--- src/logic/pbc_consts.svh ---
// Constants for the basic control register block: offsets, bit positions,
// reset values and timing counts. Definitions only.
`ifndef PBC_CONSTS_SVH
`define PBC_CONSTS_SVH

`define PBC_ADDR_W 5
`define PBC_OFS_CONTROL 5'h00
`define PBC_OFS_STATUS 5'h01

`define PBC_BIT_RESET 15
`define PBC_BIT_LOOPBACK 14
`define PBC_BIT_SPEED 13
`define PBC_BIT_AN_EN 12
`define PBC_BIT_PWDN 11
`define PBC_BIT_ISOLATE 10
`define PBC_BIT_AN_RESTART 9
`define PBC_BIT_DUPLEX 8
`define PBC_BIT_COL_TEST 7

`define PBC_CONTROL_RESET 16'h3000
`define PBC_STATUS_RESET 16'h7849
`define PBC_STATUS_AN_DONE_BIT 5
`define PBC_STATUS_LINK_BIT 2

`define PBC_CLK_MHZ 100
`define PBC_SOFT_RESET_NS 1000
`define PBC_SOFT_RESET_CYC ((`PBC_SOFT_RESET_NS * `PBC_CLK_MHZ) / 1000)
`define PBC_BIT_NS_100M 10
`define PBC_BIT_NS_10M 100
`define PBC_BIT_CYC_100M ((`PBC_BIT_NS_100M * `PBC_CLK_MHZ) / 1000)
`define PBC_BIT_CYC_10M ((`PBC_BIT_NS_10M * `PBC_CLK_MHZ) / 1000)
`define PBC_COL_ASSERT_BITS 512
`define PBC_COL_DELAY_BITS 16
`define PBC_COL_RELEASE_BITS 4

`endif

--- src/logic/pbc_pkg.sv ---
// Types shared by the basic control register block.
// Assumes pbc_consts.svh is on the include path.
`include "pbc_consts.svh"

package pbc_pkg;

	typedef struct packed {
		logic wr_en;
		logic rd_en;
		logic [`PBC_ADDR_W-1:0] addr;
		logic [15:0] wdata;
	} pbc_mgmt_req_t;

	typedef struct packed {
		logic speed_100;
		logic an_en;
		logic isolate;
		logic duplex_full;
	} pbc_strap_t;

	typedef struct packed {
		logic tx_en;
		logic [3:0] txd;
	} pbc_mii_tx_t;

	typedef struct packed {
		logic rx_dv;
		logic [3:0] rxd;
	} pbc_mii_rx_t;

	typedef enum logic [1:0] {
		PBC_SR_IDLE = 2'b00,
		PBC_SR_BUSY = 2'b01,
		PBC_SR_DONE = 2'b11
	} pbc_sr_state_t;

endpackage

--- src/logic/pbc_bit_tick.sv ---
// Bit-time enable: one-cycle pulse per line bit time at the chosen speed.
// Assumes a single clock; speed may change at any time, count carries on and ticks at once if past the new limit.
`timescale 1ns/10ps
`include "pbc_consts.svh"

module pbc_bit_tick #(
	parameter int CYC_100M = `PBC_BIT_CYC_100M,
	parameter int CYC_10M = `PBC_BIT_CYC_10M
) (
	input wire logic mclk,
	input wire logic rst_n,
	input wire logic speed_100,
	output logic tick
);

	logic [7:0] cnt_reg;
	logic [7:0] limit;

	assign limit = speed_100 ? 8'(CYC_100M - 1) : 8'(CYC_10M - 1);
	assign tick = (cnt_reg >= limit);

	always_ff @(posedge mclk) begin
		if (!rst_n || tick) begin
			cnt_reg <= 8'h00;
		end else begin
			cnt_reg <= cnt_reg + 8'h01;
		end
	end

endmodule

--- src/logic/pbc_col_test.sv ---
// Collision signal test: COL follows TX_EN with a short bit-time delay.
// Assumes a bit-time enable pulse from pbc_bit_tick.
`timescale 1ns/10ps
`include "pbc_consts.svh"

module pbc_col_test #(
	parameter int DELAY_BITS = `PBC_COL_DELAY_BITS
) (
	input wire logic mclk,
	input wire logic rst_n,
	input wire logic enable,
	input wire logic tx_en,
	input wire logic bit_tick,
	output logic col
);

	logic [9:0] bits_reg;

	// Delay stays far below the allowed limit so slow speeds still comply
	always_ff @(posedge mclk) begin
		if (!rst_n || !enable || !tx_en) begin
			bits_reg <= 10'h000;
		end else if (bit_tick && bits_reg != 10'(DELAY_BITS)) begin
			bits_reg <= bits_reg + 10'h001;
		end
	end

	// Drop is one cycle after TX_EN falls, well inside the release window
	always_ff @(posedge mclk) begin
		if (!rst_n) begin
			col <= 1'b0;
		end else begin
			col <= enable && tx_en && (bits_reg == 10'(DELAY_BITS));
		end
	end

endmodule

--- src/logic/pbc_control.sv ---
// Basic mode control register of a 10/100 PHY, with its status neighbour.
// Assumes a decoded management port (one access per cycle) and straps
// that are stable while rst_n is low and for a cycle after it rises.
//
// How it works
// - Writing one to bit 15 resets PCS state; bit reads one until done.
// - Software reset leaves vendor-specific state alone.
// - Loopback bit returns MII transmit data to MII receive lines.
// - With negotiation off, the speed bit picks 10 or 100 Mbps.
// - Common-pinout mode with negotiation off takes speed from its strap.
// - Negotiation enabled ignores speed and duplex bits; otherwise they rule.
// - Negotiation enable loads from its strap in both pin modes.
// - Power-down bit powers the device down and cuts the MII off; the RMII master 50MHz clock keeps running.
// - Power-down is bit OR low pin; the low pin sets the bit.
// - Isolate cuts the MII off and stops the RMII master 50MHz clock.
// - Common-pinout mode loads the isolate bit from its strap.
// - Restart bit is ignored while negotiation is disabled.
// - Restart write re-initiates negotiation; bit reads one until initiated.
// - Software clearing the restart bit does not disturb running negotiation.
// - With negotiation off, the duplex bit picks half or full duplex.
// - Common-pinout mode loads the duplex bit from its strap.
// - Collision test asserts COL within 512 bit times of TX_EN.
// - Collision test drops COL within 4 bit times of TX_EN falling.
`timescale 1ns/10ps
`include "pbc_consts.svh"

module pbc_control #(
	parameter int SOFT_RESET_CYC = `PBC_SOFT_RESET_CYC
) (
	input wire logic mclk,
	input wire logic rst_n,
	input wire pbc_pkg::pbc_mgmt_req_t mgmt_req,
	output logic [15:0] mgmt_rdata,
	output logic mgmt_rvalid,
	input wire logic pin_mode_basic,
	input wire pbc_pkg::pbc_strap_t strap,
	input wire logic interrupt_or_powerdown_pin_n,
	input wire logic rmii_master,
	input wire logic an_speed_100,
	input wire logic an_duplex_full,
	input wire logic an_initiated,
	input wire logic an_complete,
	input wire logic link_up,
	input wire pbc_pkg::pbc_mii_tx_t mii_tx,
	input wire pbc_pkg::pbc_mii_rx_t pcs_rx,
	output pbc_pkg::pbc_mii_rx_t mii_rx,
	output logic mii_col,
	output logic mii_out_en,
	output logic clk50_out_en,
	output logic pcs_reset,
	output logic an_restart,
	output logic power_down,
	output logic loopback,
	output logic speed_100,
	output logic duplex_full
);

	////////////////////////////////////////////////////////////////////////////
	// Straps and software reset sequencing

	logic strap_done_reg;
	logic strap_load;
	pbc_pkg::pbc_sr_state_t sr_state_reg;
	logic [15:0] sr_cnt_reg;
	logic wr_ctrl;
	logic sr_start;
	logic sr_busy;
	logic sr_finish;

	assign wr_ctrl = mgmt_req.wr_en && (mgmt_req.addr == `PBC_OFS_CONTROL);
	assign sr_start = wr_ctrl && mgmt_req.wdata[`PBC_BIT_RESET];
	assign sr_busy = (sr_state_reg == pbc_pkg::PBC_SR_BUSY);
	assign sr_finish = sr_busy && (sr_cnt_reg == 16'(SOFT_RESET_CYC - 1));
	// Straps are caught on the first edge after release, and again when a
	// software reset finishes so the register returns to its strapped value
	assign strap_load = !strap_done_reg || sr_finish;

	always_ff @(posedge mclk) begin
		if (!rst_n) begin
			strap_done_reg <= 1'b0;
		end else begin
			strap_done_reg <= 1'b1;
		end
	end

	always_ff @(posedge mclk) begin
		if (!rst_n) begin
			sr_state_reg <= pbc_pkg::PBC_SR_IDLE;
			sr_cnt_reg <= 16'h0000;
		end else begin
			case (sr_state_reg)
				pbc_pkg::PBC_SR_IDLE: begin
					sr_cnt_reg <= 16'h0000;
					if (sr_start) begin
						sr_state_reg <= pbc_pkg::PBC_SR_BUSY;
					end
				end
				pbc_pkg::PBC_SR_BUSY: begin
					sr_cnt_reg <= sr_cnt_reg + 16'h0001;
					if (sr_finish) begin
						sr_state_reg <= pbc_pkg::PBC_SR_DONE;
					end
				end
				pbc_pkg::PBC_SR_DONE: begin
					sr_state_reg <= pbc_pkg::PBC_SR_IDLE;
				end
				default: begin
					sr_state_reg <= pbc_pkg::PBC_SR_IDLE;
				end
			endcase
		end
	end

	// Only PCS logic sees this; vendor registers elsewhere never take it
	assign pcs_reset = sr_busy;

	////////////////////////////////////////////////////////////////////////////
	// Control fields

	logic loopback_reg;
	logic speed_reg;
	logic an_en_reg;
	logic pwdn_reg;
	logic isolate_reg;
	logic restart_reg;
	logic duplex_reg;
	logic col_test_reg;
	logic wr_live;
	logic restart_req;

	// Writes during reset are dropped; the reset bit still reads one
	assign wr_live = wr_ctrl && !sr_busy;

	always_ff @(posedge mclk) begin
		if (!rst_n || sr_busy) begin
			loopback_reg <= 1'b0;
			col_test_reg <= 1'b0;
		end else if (wr_live) begin
			loopback_reg <= mgmt_req.wdata[`PBC_BIT_LOOPBACK];
			col_test_reg <= mgmt_req.wdata[`PBC_BIT_COL_TEST];
		end
	end

	always_ff @(posedge mclk) begin
		if (!rst_n) begin
			speed_reg <= 1'b1;
			an_en_reg <= 1'b1;
			isolate_reg <= 1'b0;
			duplex_reg <= 1'b0;
		end else if (strap_load) begin
			an_en_reg <= strap.an_en;
			speed_reg <= pin_mode_basic ? strap.speed_100 : 1'b1;
			isolate_reg <= pin_mode_basic ? strap.isolate : 1'b0;
			duplex_reg <= pin_mode_basic ? strap.duplex_full : 1'b0;
		end else if (wr_live) begin
			an_en_reg <= mgmt_req.wdata[`PBC_BIT_AN_EN];
			speed_reg <= mgmt_req.wdata[`PBC_BIT_SPEED];
			isolate_reg <= mgmt_req.wdata[`PBC_BIT_ISOLATE];
			duplex_reg <= mgmt_req.wdata[`PBC_BIT_DUPLEX];
		end
	end

	// Pin assertion wins over a software write of zero in the same cycle
	always_ff @(posedge mclk) begin
		if (!rst_n) begin
			pwdn_reg <= 1'b0;
		end else if (!interrupt_or_powerdown_pin_n) begin
			pwdn_reg <= 1'b1;
		end else if (sr_busy) begin
			pwdn_reg <= 1'b0;
		end else if (wr_live) begin
			pwdn_reg <= mgmt_req.wdata[`PBC_BIT_PWDN];
		end
	end

	assign restart_req = wr_live && mgmt_req.wdata[`PBC_BIT_AN_RESTART]
		&& mgmt_req.wdata[`PBC_BIT_AN_EN] && an_en_reg;

	// Initiation clears the bit; a fresh request in that cycle keeps it set
	always_ff @(posedge mclk) begin
		if (!rst_n || sr_busy || !an_en_reg) begin
			restart_reg <= 1'b0;
		end else if (restart_req) begin
			restart_reg <= 1'b1;
		end else if (an_initiated) begin
			restart_reg <= 1'b0;
		end else if (wr_live) begin
			restart_reg <= mgmt_req.wdata[`PBC_BIT_AN_RESTART];
		end
	end

	// One pulse per request; a later clear of the bit cannot recall it
	always_ff @(posedge mclk) begin
		if (!rst_n) begin
			an_restart <= 1'b0;
		end else begin
			an_restart <= restart_req;
		end
	end

	////////////////////////////////////////////////////////////////////////////
	// Effective mode outputs

	always_ff @(posedge mclk) begin
		if (!rst_n) begin
			speed_100 <= 1'b1;
			duplex_full <= 1'b0;
			power_down <= 1'b0;
			loopback <= 1'b0;
			mii_out_en <= 1'b1;
			clk50_out_en <= 1'b1;
		end else begin
			speed_100 <= an_en_reg ? an_speed_100 : speed_reg;
			duplex_full <= an_en_reg ? an_duplex_full : duplex_reg;
			power_down <= pwdn_reg || !interrupt_or_powerdown_pin_n;
			loopback <= loopback_reg;
			mii_out_en <= !isolate_reg && !pwdn_reg;
			clk50_out_en <= !(isolate_reg && rmii_master);
		end
	end

	////////////////////////////////////////////////////////////////////////////
	// MII receive path with loopback, and collision test

	logic bit_tick;

	always_ff @(posedge mclk) begin
		if (!rst_n || !mii_out_en) begin
			mii_rx <= '0;
		end else if (loopback_reg) begin
			mii_rx.rx_dv <= mii_tx.tx_en;
			mii_rx.rxd <= mii_tx.txd;
		end else begin
			mii_rx <= pcs_rx;
		end
	end

	pbc_bit_tick u_bit_tick (
		.mclk(mclk),
		.rst_n(rst_n),
		.speed_100(speed_100),
		.tick(bit_tick)
	);

	pbc_col_test u_col_test (
		.mclk(mclk),
		.rst_n(rst_n),
		.enable(col_test_reg && mii_out_en),
		.tx_en(mii_tx.tx_en),
		.bit_tick(bit_tick),
		.col(mii_col)
	);

	////////////////////////////////////////////////////////////////////////////
	// Register read-back

	logic [15:0] ctrl_view;
	logic [15:0] status_view;

	always_comb begin
		ctrl_view = 16'h0000;
		ctrl_view[`PBC_BIT_RESET] = sr_busy;
		ctrl_view[`PBC_BIT_LOOPBACK] = loopback_reg;
		ctrl_view[`PBC_BIT_SPEED] = speed_reg;
		ctrl_view[`PBC_BIT_AN_EN] = an_en_reg;
		ctrl_view[`PBC_BIT_PWDN] = pwdn_reg;
		ctrl_view[`PBC_BIT_ISOLATE] = isolate_reg;
		ctrl_view[`PBC_BIT_AN_RESTART] = restart_reg;
		ctrl_view[`PBC_BIT_DUPLEX] = duplex_reg;
		ctrl_view[`PBC_BIT_COL_TEST] = col_test_reg;
		status_view = `PBC_STATUS_RESET;
		status_view[`PBC_STATUS_AN_DONE_BIT] = an_complete;
		status_view[`PBC_STATUS_LINK_BIT] = link_up;
	end

	always_ff @(posedge mclk) begin
		if (!rst_n) begin
			mgmt_rdata <= 16'h0000;
			mgmt_rvalid <= 1'b0;
		end else begin
			mgmt_rvalid <= mgmt_req.rd_en;
			if (mgmt_req.rd_en) begin
				case (mgmt_req.addr)
					`PBC_OFS_CONTROL: begin
						mgmt_rdata <= ctrl_view;
					end
					`PBC_OFS_STATUS: begin
						mgmt_rdata <= status_view;
					end
					default: begin
						mgmt_rdata <= 16'h0000;
					end
				endcase
			end
		end
	end

endmodule

--- config.mk ---
export PLATFORM = sky130hd
export DESIGN_NAME = pbc_control
export DESIGN_NICKNAME = d
export VERILOG_FILES = /design/src/logic/pbc_pkg.sv /design/src/logic/pbc_bit_tick.sv /design/src/logic/pbc_col_test.sv /design/src/logic/pbc_control.sv
export VERILOG_INCLUDE_DIRS = /design/src /design/src/logic
export SDC_FILE = /design/constraint.sdc
export NUM_CORES = 1
export LEC_CHECK = 0
export BUFFER_PORTS_ARGS = -buffer_cell sky130_fd_sc_hd__clkbuf_2
export CELL_PAD_IN_SITES_DETAIL_PLACEMENT = 1
export CELL_PAD_IN_SITES_GLOBAL_PLACEMENT = 1
export CORE_MARGIN = 4
export CORE_UTILIZATION = 43
export DETAILED_ROUTE_END_ITERATION = 10
export PLACE_DENSITY = 0.89
export SLEW_MARGIN = 20
export SYNTH_ARGS = -nofsm -noshare
export SYNTH_HDL_FRONTEND = slang
export SYNTH_HIERARCHICAL = 1
export SYNTH_SLANG_ARGS = --single-unit
--- constraint.sdc ---
create_clock -name mclk -period 4.3 [get_ports mclk]
set_clock_uncertainty 0.05 [all_clocks]
set_input_delay 0.215 -clock mclk [delete_from_list [all_inputs] [get_ports mclk]]
set_output_delay 0.215 -clock mclk [all_outputs]
set_load 0.02 [all_outputs]
# Word level (Yosys, flattened, before mapping)
# Index checks and enable logic that the tools add are counted.
# totals
word_cells	102
latchBits	0
input_bits	47
n_memories	0
out_inout_bits	31
ram_bits	0
ff_bits	75
romBits	0
# classes
div_mod_pow	0
n_addsub	3
mux	27
n_eq_ne	8
n_shift	0
n_reduce_logical	38
multipliers	0
order_cmp	1
n_bitwise	0
# ops
operator	count
$pmux W16 S2	2
$mux W1	20
$add A16 B1 Y16 const B	1
$eq A16 B7 Y1 const B	1
$logic_and A1 B1 Y1	13
$logic_not A1 Y1	11
$add A10 B1 Y10 const B	1
$eq A10 B5 Y1 const B	1
$ne A10 B5 Y1 const B	1
$add A8 B1 Y8 const B	1
$ge A8 B8 Y1	1
$logic_or A1 B1 Y1	8
$eq A5 B1 Y1 const B	1
$logic_not A5 Y1	1
$mux W5	1
$mux W2	2
$mux W4	1
$pmux W2 S2	1
$reduce_bool A2 Y1	2
$ne A3 B1 Y1 const B	1
$reduce_bool A3 Y1	1
$eq A2 B1 Y1 const B	1
$logic_not A2 Y1	1
$ne A2 B1 Y1 const B	1
2 further kinds	2

# Longest topological paths before layout
# Gate-level depths: netlist (run 1).
# depth
word_depth	7
depth_mapped	7
mapped_depth_nobuf	7

# Cells and area by module
# The synthesis (run 1) kept the hierarchy.
# modules_own_cells
module	area_per_inst_um2	instances	seq_area_each_um2	cells_per_inst
pbc_control	2280.9	1	1041.0	250
pbc_col_test	544.3	1	220.2	63
pbc_bit_tick	331.6	1	160.2	31

# Worst setup path before layout (run 1)
# OpenSTA, ideal clock, no wires.
# synth_path
kind	flip-flop to flip-flop
start	register sr_state_reg[1]
end	register an_en_reg
path_slack_ps	2173
required_ps	4129
path_stages_with_launch	7
setup_ps	121
n_path_buf	2
t_arrival_ps	1956
synth_period_minus_slack_ps	2127
cell_sequence	dfxtp_1 > buf_6 > nand2b_4 > buf_6 > or4_4 > o41a_1 > mux2_4
# synth_via
elab_chain_cells	4
word_cells_on_any_way	7
classes_between	eq/ne: 1; mux: 1; reduce/logical: 5
# synth_lines
element	line_no	rtl
from (decl)	pbc_control.sv:63	pbc_pkg::pbc_sr_state_t sr_state_reg;
from (signal assigned)	pbc_control.sv:88	sr_state_reg <= pbc_pkg::PBC_SR_IDLE;
from (signal assigned)	pbc_control.sv:95	sr_state_reg <= pbc_pkg::PBC_SR_BUSY;
from (signal assigned)	pbc_control.sv:101	sr_state_reg <= pbc_pkg::PBC_SR_DONE;
$eq A2 B1 Y1 (*)	pbc_control.sv:72	assign sr_busy = (sr_state_reg == pbc_pkg::PBC_SR_BUSY);
$logic_and A1 B1 Y1 / $logic_not A1 Y1 (equally long branches)	pbc_control.sv:73, pbc_control.sv:132	
$logic_or A1 B1 Y1 / $logic_and A1 B1 Y1 (equally long branches)	pbc_control.sv:76, pbc_control.sv:132	
$mux W1 / $reduce_bool A2 Y1 (equally long branches)	-	
to (signal assigned)	pbc_control.sv:151	an_en_reg <= strap.an_en;
to (signal assigned)	pbc_control.sv:156	an_en_reg <= mgmt_req.wdata[`PBC_BIT_AN_EN];
to (decl)	pbc_control.sv:122	logic an_en_reg;
# Mark *: on every way between the ends. The rest lies on a longest branch, timed or not.
# A chain may end at the register's enable or synchronous reset.

# Worst setup path after layout (run 1)
# layout_path
start	register u_bit_tick.cnt_reg[0]
end	register u_col_test.bits_reg[7]
# layout_via
elab_chain_cells	2
# layout_lines
element	line_no	rtl
from (decl)	pbc_bit_tick.sv:16	logic [7:0] cnt_reg;
from (signal assigned)	pbc_bit_tick.sv:26	cnt_reg <= cnt_reg + 8'h01;
$ge A8 B8 Y1	pbc_bit_tick.sv:20	assign tick = (cnt_reg >= limit);
via bit_tick	pbc_control.sv:225	logic bit_tick;
$logic_and A1 B1 Y1	pbc_col_test.sv:23	end else if (bit_tick && bits_reg != 10'(DELAY_BITS)) begin
to (signal assigned)	pbc_col_test.sv:24	bits_reg <= bits_reg + 10'h001;
to (decl)	pbc_col_test.sv:17	logic [9:0] bits_reg;
# The timed path passes the listed nets, and every way through them passes these cells.

==> results of run 1 <==
-- layer usage --
metal | share of wire [%] | up-vias | GRT usage, %
met3 | 3.3 | 15 | 3.53
met2 | 52 | 66 | 35.8
met4 | 2.2 | 0 | 7.46
met1 | 43 | 1376 | 24.2
met5 | 0 | - | 0
li1 | - | 1339 | -
-- per-stage QoR --
step	util (%)	cells	setup slack, ns	power, mW
6_report	54.9	508	2.06	1.47
5_1_grt	54.9	508	1.90	1.52
4_1_cts	54.8	508	2.05	1.48
3_5_place_dp	50.9	492	2.10	0.773
3_3_place_gp	50.9	492	2.16	0.769
2_1_floorplan	-	347	2.17	0.736
-- worst max path at each step --
stage                                     startpoint                                  end  slack [ns]
floorplan               sr_state_reg[1]$_SDFFE_PN0P_               an_en_reg$_SDFFE_PN1P_        2.17
global placement        sr_state_reg[1]$_SDFFE_PN0P_               an_en_reg$_SDFFE_PN1P_        2.16
detailed placement  u_bit_tick/cnt_reg[0]$_SDFF_PP0_  u_col_test/bits_reg[5]$_SDFFE_PP0P_        2.10
CTS                 u_bit_tick/cnt_reg[0]$_SDFF_PP0_  u_col_test/bits_reg[7]$_SDFFE_PP0P_        2.05
global route        u_bit_tick/cnt_reg[0]$_SDFF_PP0_  u_col_test/bits_reg[5]$_SDFFE_PP0P_        1.90
finish              u_bit_tick/cnt_reg[0]$_SDFF_PP0_  u_col_test/bits_reg[7]$_SDFFE_PP0P_        2.06
-- report_power, final --
group          switching [mW]  internal (mW)
clock network           0.248          0.461
registers             0.00934          0.669
logic                  0.0479         0.0336
total                   0.305           1.16
-- cell usage in the layout, fill, tap and decap left out, drive strengths merged, types with 11 or more instances in the layout --
cell	netlist	layout
nor2b	15	15
o21ai	11	11
nand2b	11	11
nand4	12	12
inv	13	13
nor2	27	27
nand3	19	19
nand2	18	18
a21oi	19	19
clkbuf	14	79
dfxtp	71	71
mux2i	12	12
-- layout make-up --
type / count / share of cell area (%)
inverters: 14 / 1.38
repair buffers: 69 / 9.13
clock inverters: 5 / 3.38
multi-input cells: 242 / 42.0
clock buffers: 11 / 3.71
well taps: 96 / 3.15
flip-flops and latches: 71 / 37.3
-- cells by family (layout without fill, tap and decap cells) --
logic type / Yosys count / count (layout) / synth area share, %
flops: 71 / 71 / 45.0
mux: 13 / 13 / 4.28
fa+ha+maj: 6 / 6 / 2.38
xor+xnor: 15 / 15 / 4.16
other cells: 2 / 5 / 0.238
simple gates: 140 / 140 / 25.6
compound gates: 63 / 63 / 13.3
buf+inv: 34 / 99 / 4.99
-- worst register-to-register path: cells and delay by family, from the launching register on --
family	cells	cell delay, ns
AOI/OAI and AO/OA	2	0.62
adders and majority gates	1	0.30
buffers and inverters	1	0.07
DFF	1	0.38
and+or+nand+nor	3	0.74
==> results_dict.tcl, run 1 <==
set metrics [dict create \
    fin_crit_ns 2.24 \
    drt_iter0_drc 150 \
    nFillCells 831 \
    vdd_ir_drop_max_mv 0.228 \
    num_vias 2796 \
    via_per_inst 5.50 \
    clk_pin_slew_ns 0.08 \
    syn-cell-area_sq_um 3160 \
    placed_cell_area_sq_um 3540 \
    clock_latency_ns 0.33 \
    reg2reg_from "u_bit_tick/cnt_reg[0]$_SDFF_PP0_" \
    final_area_sq_um 3810 \
    drt-pass1-iter-count 4 \
    multi_input_area_sq_um 1600 \
    drc 0 \
    synth_edf_count 0 \
    worst-path-buf-inv 1 \
    hold-path-endpoint "clk50_out_en$_SDFF_PN1_" \
    setup_violations 0 \
    ios 78 \
    hold_path.class "in -> reg" \
    yosysWarnings 6 \
    worst-r2r-cell-count 7 \
    yosysSeqAreaShare_pct 45.0 \
    tns_ns 0 \
    largest_reg_flops 16 \
    track_usage_pct 20.2 \
    grt_pass1_vias 2985 \
    avgSynthCellArea_sq_um 9.18 \
    status "finished clean" \
    maxCapViolCount 0 \
    diodes 0 \
    htreeDepth 3 \
    yosysTopAreaCell "dfxtp_1" \
    grt_max_degree 41 \
    cts_tree "done" \
    r2r_slack_ns 2.06 \
    cp_slowest_stage_delay_ns 0.47 \
    grt_first_pass_wirelength_microns 14200 \
    pwr_density_cell_nw_per_um2 385 \
    port_buffers 68 \
    synth.top_cell.area_share_pct 45.0 \
    hold_viol 0 \
    min_period_over_period_pct 52.0 \
    finalMaxSlewViolations 0 \
    crit_fanout 6 \
    hold-path-cell-count 2 \
    root_buffer "clkbuf_8" \
    cp_slowest_cell "o211ai_1" \
    antenna_found_initial 0 \
    tightest_slew_ns 0.863 \
    postSynthCellCount 344 \
    p_leak_nw 1.48 \
    worst_setup_path_end_kind "register" \
    rows 30 \
    hpwl_microns 6130 \
    initial_core_util_pct 45.5 \
    die_area_sq_um 8780 \
    cts_hold_buf 0 \
    place_congestion 0.835 \
    die_y_microns 93.7 \
    path_class "reg -> reg" \
    gr-total-overflow 0 \
    layout.nets 460 \
    ys_seq_elements 71 \
    crit_family "simple AND/OR/NAND/NOR gates" \
    drive_above_1_share_pct 24.0 \
    synthTopCellsByArea "dfxtp_1, mux2i_1, nor2_1" \
    routed_wl_microns 8670 \
    crit_chain "inv_1 -> ha_1 -> nor4b_2 -> o211ai_1 -> nand4_1 -> or3_1 -> a21oi_1" \
    design.core.area_sq_um 6940 \
    ys.flop_type "dfxtp_1" \
    cp.required_ns 4.51 \
    cts_buffer_depth 2 \
    drtAntennaViolNets 0 \
    crit_arrival_ns 2.44 \
    hp-start "rmii_master" \
    cts-buffers-inserted 9 \
    postCtsSetupBuffers 0 \
    syn_to_final_growth_pct 20.7 \
    start_kind "register" \
    synth.most_common_cell "dfxtp_1" \
    yosysUniqueCellTypes 53 \
    wl_per_cell_microns 17.1 \
    maxSlewHeadroom_pct 42.4 \
    ys_top_cells_by_count "dfxtp_1, nor2_1, a21oi_1" \
    die_w_microns 93.7 \
    cp.depth 7 \
    hold_slack_ns 0.0150 \
    timing.rr.end "u_col_test/bits_reg[7]$_SDFFE_PP0P_" \
    seqCellArea_sq_um 1420 \
    cts_resized 0 \
    synthArstFlopShare_pct 0 \
    fmax_ghz 0.447 \
    rsz0062_at_grt "false" \
    numClockSinks 71 \
]
Note: power is estimated with default switching activity, not from simulation.
==> inputs of run 2 (changes only) <==
- ABC_AREA: unset -> 1
- CORE_UTILIZATION: 43 -> 34
- PLACE_DENSITY: 0.89 -> 0.8
- clock period: 4.3 -> 1.86 ns (I/O delays scaled with it)
==> run 2 against run 1 <==
Critical path depth fell by 2. Synthesized cell count grew 27%. Clock-buffer cell count down 2. Power up 130%. First-iteration DRC count down 42%. Global-route usage fell by 2.3 points. Die area up 25%. Flip-flop and latch count stayed put. Non-clock buffer count increased by 24. Sequential power up 130%. Sequential share of layout area fell by 2.6 points. Cell count up 28%. Critical path type unchanged. Largest cell class unchanged.
==> results_dict.tcl, run 2 <==
set metrics [dict create \
    hold_path.class "in -> reg" \
    synth-xor-area-share_pct 1.93 \
    final_cell_mix "nand2_1, dfxtp_1, clkbuf_2" \
    cts_hold_buf 22 \
    hp-start "mgmt_req[14]" \
    synthTopCellsByArea "dfxtp_1, nand2_1, inv_1" \
    postSynthCellCount 438 \
    cts_buffer_depth 2 \
    die_w_microns 105 \
    fin_cells 651 \
    grt_max_degree 20 \
    synth_top_family_by_area "simple AND/OR/NAND/NOR gates" \
    antenna_found_initial 0 \
    yosysWarnings 6 \
    place_congestion 0.834 \
    drive_above_1_share_pct 20.6 \
    htreeDepth 3 \
    syn-cell-area_sq_um 3180 \
    yosysSeqAreaShare_pct 44.7 \
    tns_ns 0 \
    synth.top_cell.area_share_pct 44.7 \
    rsz0062_at_grt "false" \
    hold-path-endpoint "loopback_reg$_SDFFE_PP0P_" \
    port_buffers 68 \
    start_kind "register" \
    p_leak_nw 1.85 \
    crit_fanout 9 \
    finalWorstSetupSlack_ns 0.123 \
    worst-r2r-cell-count 5 \
    routed_wl_microns 9260 \
    wl_per_cell_microns 14.2 \
    hold_viol 0 \
    cts_tree "done" \
    avgSynthCellArea_sq_um 7.26 \
    drc 0 \
    design.core.area_sq_um 9150 \
    worst_setup_path_end_kind "register" \
    numClockSinks 71 \
    crit_chain "nor2_4 -> nor2_1 -> o21ai_0 -> o22ai_1 -> dlygate4sd3_1" \
    diodes 0 \
    ys_top_cells_by_count "nand2_1, dfxtp_1, inv_1" \
    status "finished clean" \
    grt_first_pass_wirelength_microns 15700 \
    min_period_over_period_pct 93.4 \
    track_usage_pct 17.9 \
    postCtsSetupBuffers 0 \
    root_buffer "clkbuf_8" \
    synthAdderAreaFrac_pct 2.36 \
    synth_edf_count 0 \
    die_y_microns 105 \
    dp_slack_ns 0.158 \
    crit_arrival_ns 1.98 \
    ios 78 \
    synth.most_common_cell "nand2_1" \
    num_vias 3129 \
    largest_reg_flops 16 \
    ys.flop_type "dfxtp_1" \
    gr-total-overflow 0 \
    syn_to_final_growth_pct 29.0 \
    drt-pass1-iter-count 4 \
    pwr_density_cell_nw_per_um2 820 \
    reg2reg_from "sr_state_reg[1]$_SDFFE_PN0P_" \
    final_area_sq_um 4100 \
    grt_pass1_vias 3411 \
    clk_pin_slew_ns 0.08 \
    placed_cell_area_sq_um 3640 \
    layout.nets 588 \
    hold-path-cell-count 3 \
    initial_core_util_pct 34.7 \
    synth_compound_area_share_pct 11.2 \
    cts-buffers-inserted 9 \
    maxCapViolCount 0 \
    synthArstFlopShare_pct 0 \
    r2r_slack_ns 0.12 \
    ys_seq_elements 71 \
    final_common_cell "nand2_1" \
    vdd_ir_drop_max_mv 0.332 \
    via_per_inst 4.81 \
    setup_violations 0 \
    dpl.cell_count 613 \
    cp_slowest_stage_delay_ns 0.56 \
    cp.required_ns 2.11 \
    drt_iter0_drc 87 \
    clock_latency_ns 0.35 \
    finalMaxSlewViolations 0 \
    hpwl_microns 6760 \
    drtAntennaViolNets 0 \
    fmax_ghz 0.576 \
    rows 35 \
    die_area_sq_um 11000 \
    yosysUniqueCellTypes 33 \
    synthMuxAreaShare_pct 0 \
    synthSimpleGateAreaFrac_pct 31.2 \
    timing.rr.end "pwdn_reg$_SDFFE_PN0P_" \
    path_class "reg -> reg" \
    cts_resized 0 \
    cp_slowest_cell "dlygate4sd3_1" \
    yosysTopAreaCell "dfxtp_1" \
    fin_crit_ns 1.74 \
]
[run 2: cell types whose count changed after synthesis, sizes merged, moves of 7 or more]
| cell | previous run | this run |
|---|---|---|
| nand2b | 11 | 0 |
| nand2 | 18 | 110 |
| o21ai | 11 | 24 |
| a21oi | 19 | 36 |
| nand3 | 19 | 33 |
| nor2 | 27 | 62 |
| mux2i | 12 | 0 |
| inv | 13 | 55 |
| nor2b | 15 | 0 |
| clkbuf | 14 | 4 |
| or4 | 7 | 0 |
| a21boi | 7 | 0 |
[run 2: metal layers]
metal | up-vias | GRT usage [%] | part of all wire [%]
li1 | 1577 | - | -
met1 | 1475 | 19.4 | 42
met2 | 62 | 34.5 | 52
met3 | 15 | 3.09 | 4.0
met4 | 0 | 6.47 | 1.9
met5 | - | 0 | 0
[run 2: logic make-up after synthesis]
kind of cell,count (synthesis)
and+or+nand+nor,218
DFF,71
AOI/OAI and AO/OA,68
buffers and inverters,66
xor gates and xnor gates,7
adders and majority gates,6
other,2
[run 2: report_power, final]
part / switching (mW) / internal, mW
clock network: 0.632 / 0.895
logic: 0.146 / 0.111
registers: 0.0232 / 1.55
[run 2: critical path: cells and delay by family, from the launching register on]
kind,cells,cell delay [ns]
and+or+nand+nor,2,0.34
DFF,1,0.47
AOI/OAI and AO/OA,2,0.26
buffers and inverters,1,0.56
[run 2: how the worst max path moves through the flow]
stage | start | to | slack [ns] | cells after the start
after CTS | u_bit_tick/cnt_reg[0]$_SDFF_PP0_ | u_col_test/bits_reg[5]$_SDFFE_PP0P_ | 0.12 | 10
after floorplan | speed_100$_SDFF_PN1_ | u_col_test/bits_reg[5]$_SDFFE_PP0P_ | 0.27 | 10
after global routing | sr_state_reg[1]$_SDFFE_PN0P_ | pwdn_reg$_SDFFE_PN0P_ | 0.004 | 5
after global placement | u_bit_tick/cnt_reg[0]$_SDFF_PP0_ | u_col_test/bits_reg[3]$_SDFFE_PP0P_ | 0.25 | 10
after detailed placement | u_bit_tick/cnt_reg[0]$_SDFF_PP0_ | u_col_test/bits_reg[5]$_SDFFE_PP0P_ | 0.16 | 10
final | sr_state_reg[1]$_SDFFE_PN0P_ | pwdn_reg$_SDFFE_PN0P_ | 0.12 | 5
[run 2: layout make-up]
type	count	area [sq um]
flip-flops and latches	71	1420
fillers	1170	5050
well taps	111	139
repair buffers	93	583
clock inverters	7	120
inverters	56	210
multi-input cells	304	1500
clock buffers	9	124
[run 2: metrics by stage]
step	power [mW]	utilization (%)	hold WS, ns
6_report	3.36	44.8	0.0186
5_1_grt	3.50	44.8	0.0650
4_1_cts	3.40	44.8	0.00961
3_5_place_dp	1.83	39.7	0.226
3_3_place_gp	1.82	39.7	0.222
2_1_floorplan	1.73	-	0.0707
==> inputs of run 3 (changes only) <==
- RECOVER_POWER: unset -> 50
==> run 3 against run 2 <==
First-iteration DRC count decreased by 3.4%. Worst setup slack worse by 0.0012 ns. Sequential power about the same. Wire length decreased by 0.11%. Global-route usage is the same. Flip-flop and latch count unchanged. Cell count unchanged. Largest cell class unchanged.
==> results_dict.tcl, run 3 (synthesis gave the netlist of run 2 again) <==
set metrics [dict create \
    clk_pin_slew_ns 0.08 \
    final_common_cell "nand2_1" \
    via_per_inst 4.80 \
    largest_reg_flops 16 \
    maxSlewHeadroom_pct 58.0 \
    die_y_microns 105 \
    wl_per_cell_microns 14.2 \
    place_congestion 0.834 \
    grt_first_pass_wirelength_microns 15700 \
    hold_path.class "in -> reg" \
    clock_latency_ns 0.35 \
    dp_slack_ns 0.158 \
    dpl.cell_count 613 \
    initial_core_util_pct 34.7 \
    crit_fanout 9 \
    syn_to_final_growth_pct 27.7 \
    crit_arrival_ns 1.98 \
    fmax_ghz 0.575 \
    hpwl_microns 6760 \
    finalMaxSlewViolations 0 \
    drt_iter0_drc 84 \
    die_w_microns 105 \
    num_vias 3127 \
    tightest_slew_ns 0.630 \
    p_leak_nw 1.74 \
    worst_setup_path_end_kind "register" \
    antenna_found_initial 0 \
    cts_hold_buf 22 \
    maxCapViolCount 0 \
    gr-total-overflow 0 \
    status "finished clean" \
    ios 78 \
    root_buffer "clkbuf_8" \
    drt-pass1-iter-count 4 \
    cp_slowest_stage_delay_ns 0.56 \
    grt_max_degree 20 \
    cts-buffers-inserted 9 \
    nFillCells 1184 \
    final_area_sq_um 4060 \
    fin_cells 651 \
    routed_wl_microns 9250 \
    fin_crit_ns 1.74 \
    setup_violations 0 \
    pwr_density_cell_nw_per_um2 826 \
    drive_above_1_share_pct 14.8 \
    vdd_ir_drop_max_mv 0.329 \
    rsz0062_at_grt "false" \
    start_kind "register" \
    cp.required_ns 2.10 \
    design.core.area_sq_um 9150 \
    cts_resized 0 \
    min_period_over_period_pct 93.5 \
    rows 35 \
    placed_cell_area_sq_um 3640 \
    cts_buffer_depth 2 \
    track_usage_pct 17.9 \
    drtAntennaViolNets 0 \
    hold_viol 0 \
    crit_chain "nor2_4 -> nor2_1 -> o21ai_0 -> o22ai_1 -> dlygate4sd3_1" \
    postCtsSetupBuffers 0 \
    cts_tree "done" \
    numClockSinks 71 \
    multi_input_area_sq_um 1500 \
    cp_slowest_cell "dlygate4sd3_1" \
    tns_ns 0 \
    diodes 0 \
    htreeDepth 3 \
    grt_pass1_vias 3411 \
    die_area_sq_um 11000 \
    final_cell_mix "nand2_1, dfxtp_1, inv_1" \
    drc 0 \
    layout.nets 588 \
    path_class "reg -> reg" \
    report.power.total_mw 3.35 \
    port_buffers 68 \
    finalWorstSetupSlack_ns 0.121 \
    seqCellArea_sq_um 1420 \
]
run 3: cell types whose count changed in the layout (fill, tap and decap cells not counted), sizes merged:
cell	before	now
buf	3	2
clkbuf	77	78
run 3: worst paths after layout:
check | startpoint | to | slack (ns) | cells after the start
worst min-delay path | mgmt_req[14] | loopback_reg$_SDFFE_PP0P_ | 0.02 | 3
worst max-delay path | sr_state_reg[1]$_SDFFE_PN0P_ | pwdn_reg$_SDFFE_PN0P_ | 0.12 | 5
worst min register to register | isolate_reg$_SDFFE_PN0P_ | clk50_out_en$_SDFF_PN1_ | 0.41 | 1
worst max register to register | sr_state_reg[1]$_SDFFE_PN0P_ | pwdn_reg$_SDFFE_PN0P_ | 0.12 | 5
run 3: per-stage QoR:
stage | hold WS, ns | util [%]
final | 0.0205 | 44.3
after global routing | 0.0650 | 44.3
after CTS | 0.00961 | 44.8
after detailed placement | 0.226 | 39.7
after global placement | 0.222 | 39.7
after floorplan | 0.0707 | -
run 3: metal layers:
metal  GRT usage, %  vias to the layer above  share of wire (%)
met4           6.47                        0                1.7
met5              0                        -                  0
met2           34.5                       61                 52
met1           19.4                     1474                 42
li1               -                     1579                  -
met3           3.09                       13                4.0
run 3: area by class of cell:
class,instances,area share [%]
multi-input cells,304,37.0
flip-flops and latches,71,35.0
repair buffers,93,13.3
inverters,56,5.18
well taps,111,3.42
clock buffers,9,3.05
clock inverters,7,2.96
run 3: where the power goes:
| group | internal, mW | switching (mW) |
|---|---|---|
| combinational | 0.105 | 0.146 |
| sequential | 1.55 | 0.0228 |
| clock | 0.895 | 0.630 |
run 3: worst max-delay path: cells and delay by family, from the launching register on:
family,cells,cell delay [ns]
buffers and inverters,1,0.56
DFF,1,0.47
and+or+nand+nor,2,0.35
AOI/OAI and AO/OA,2,0.26
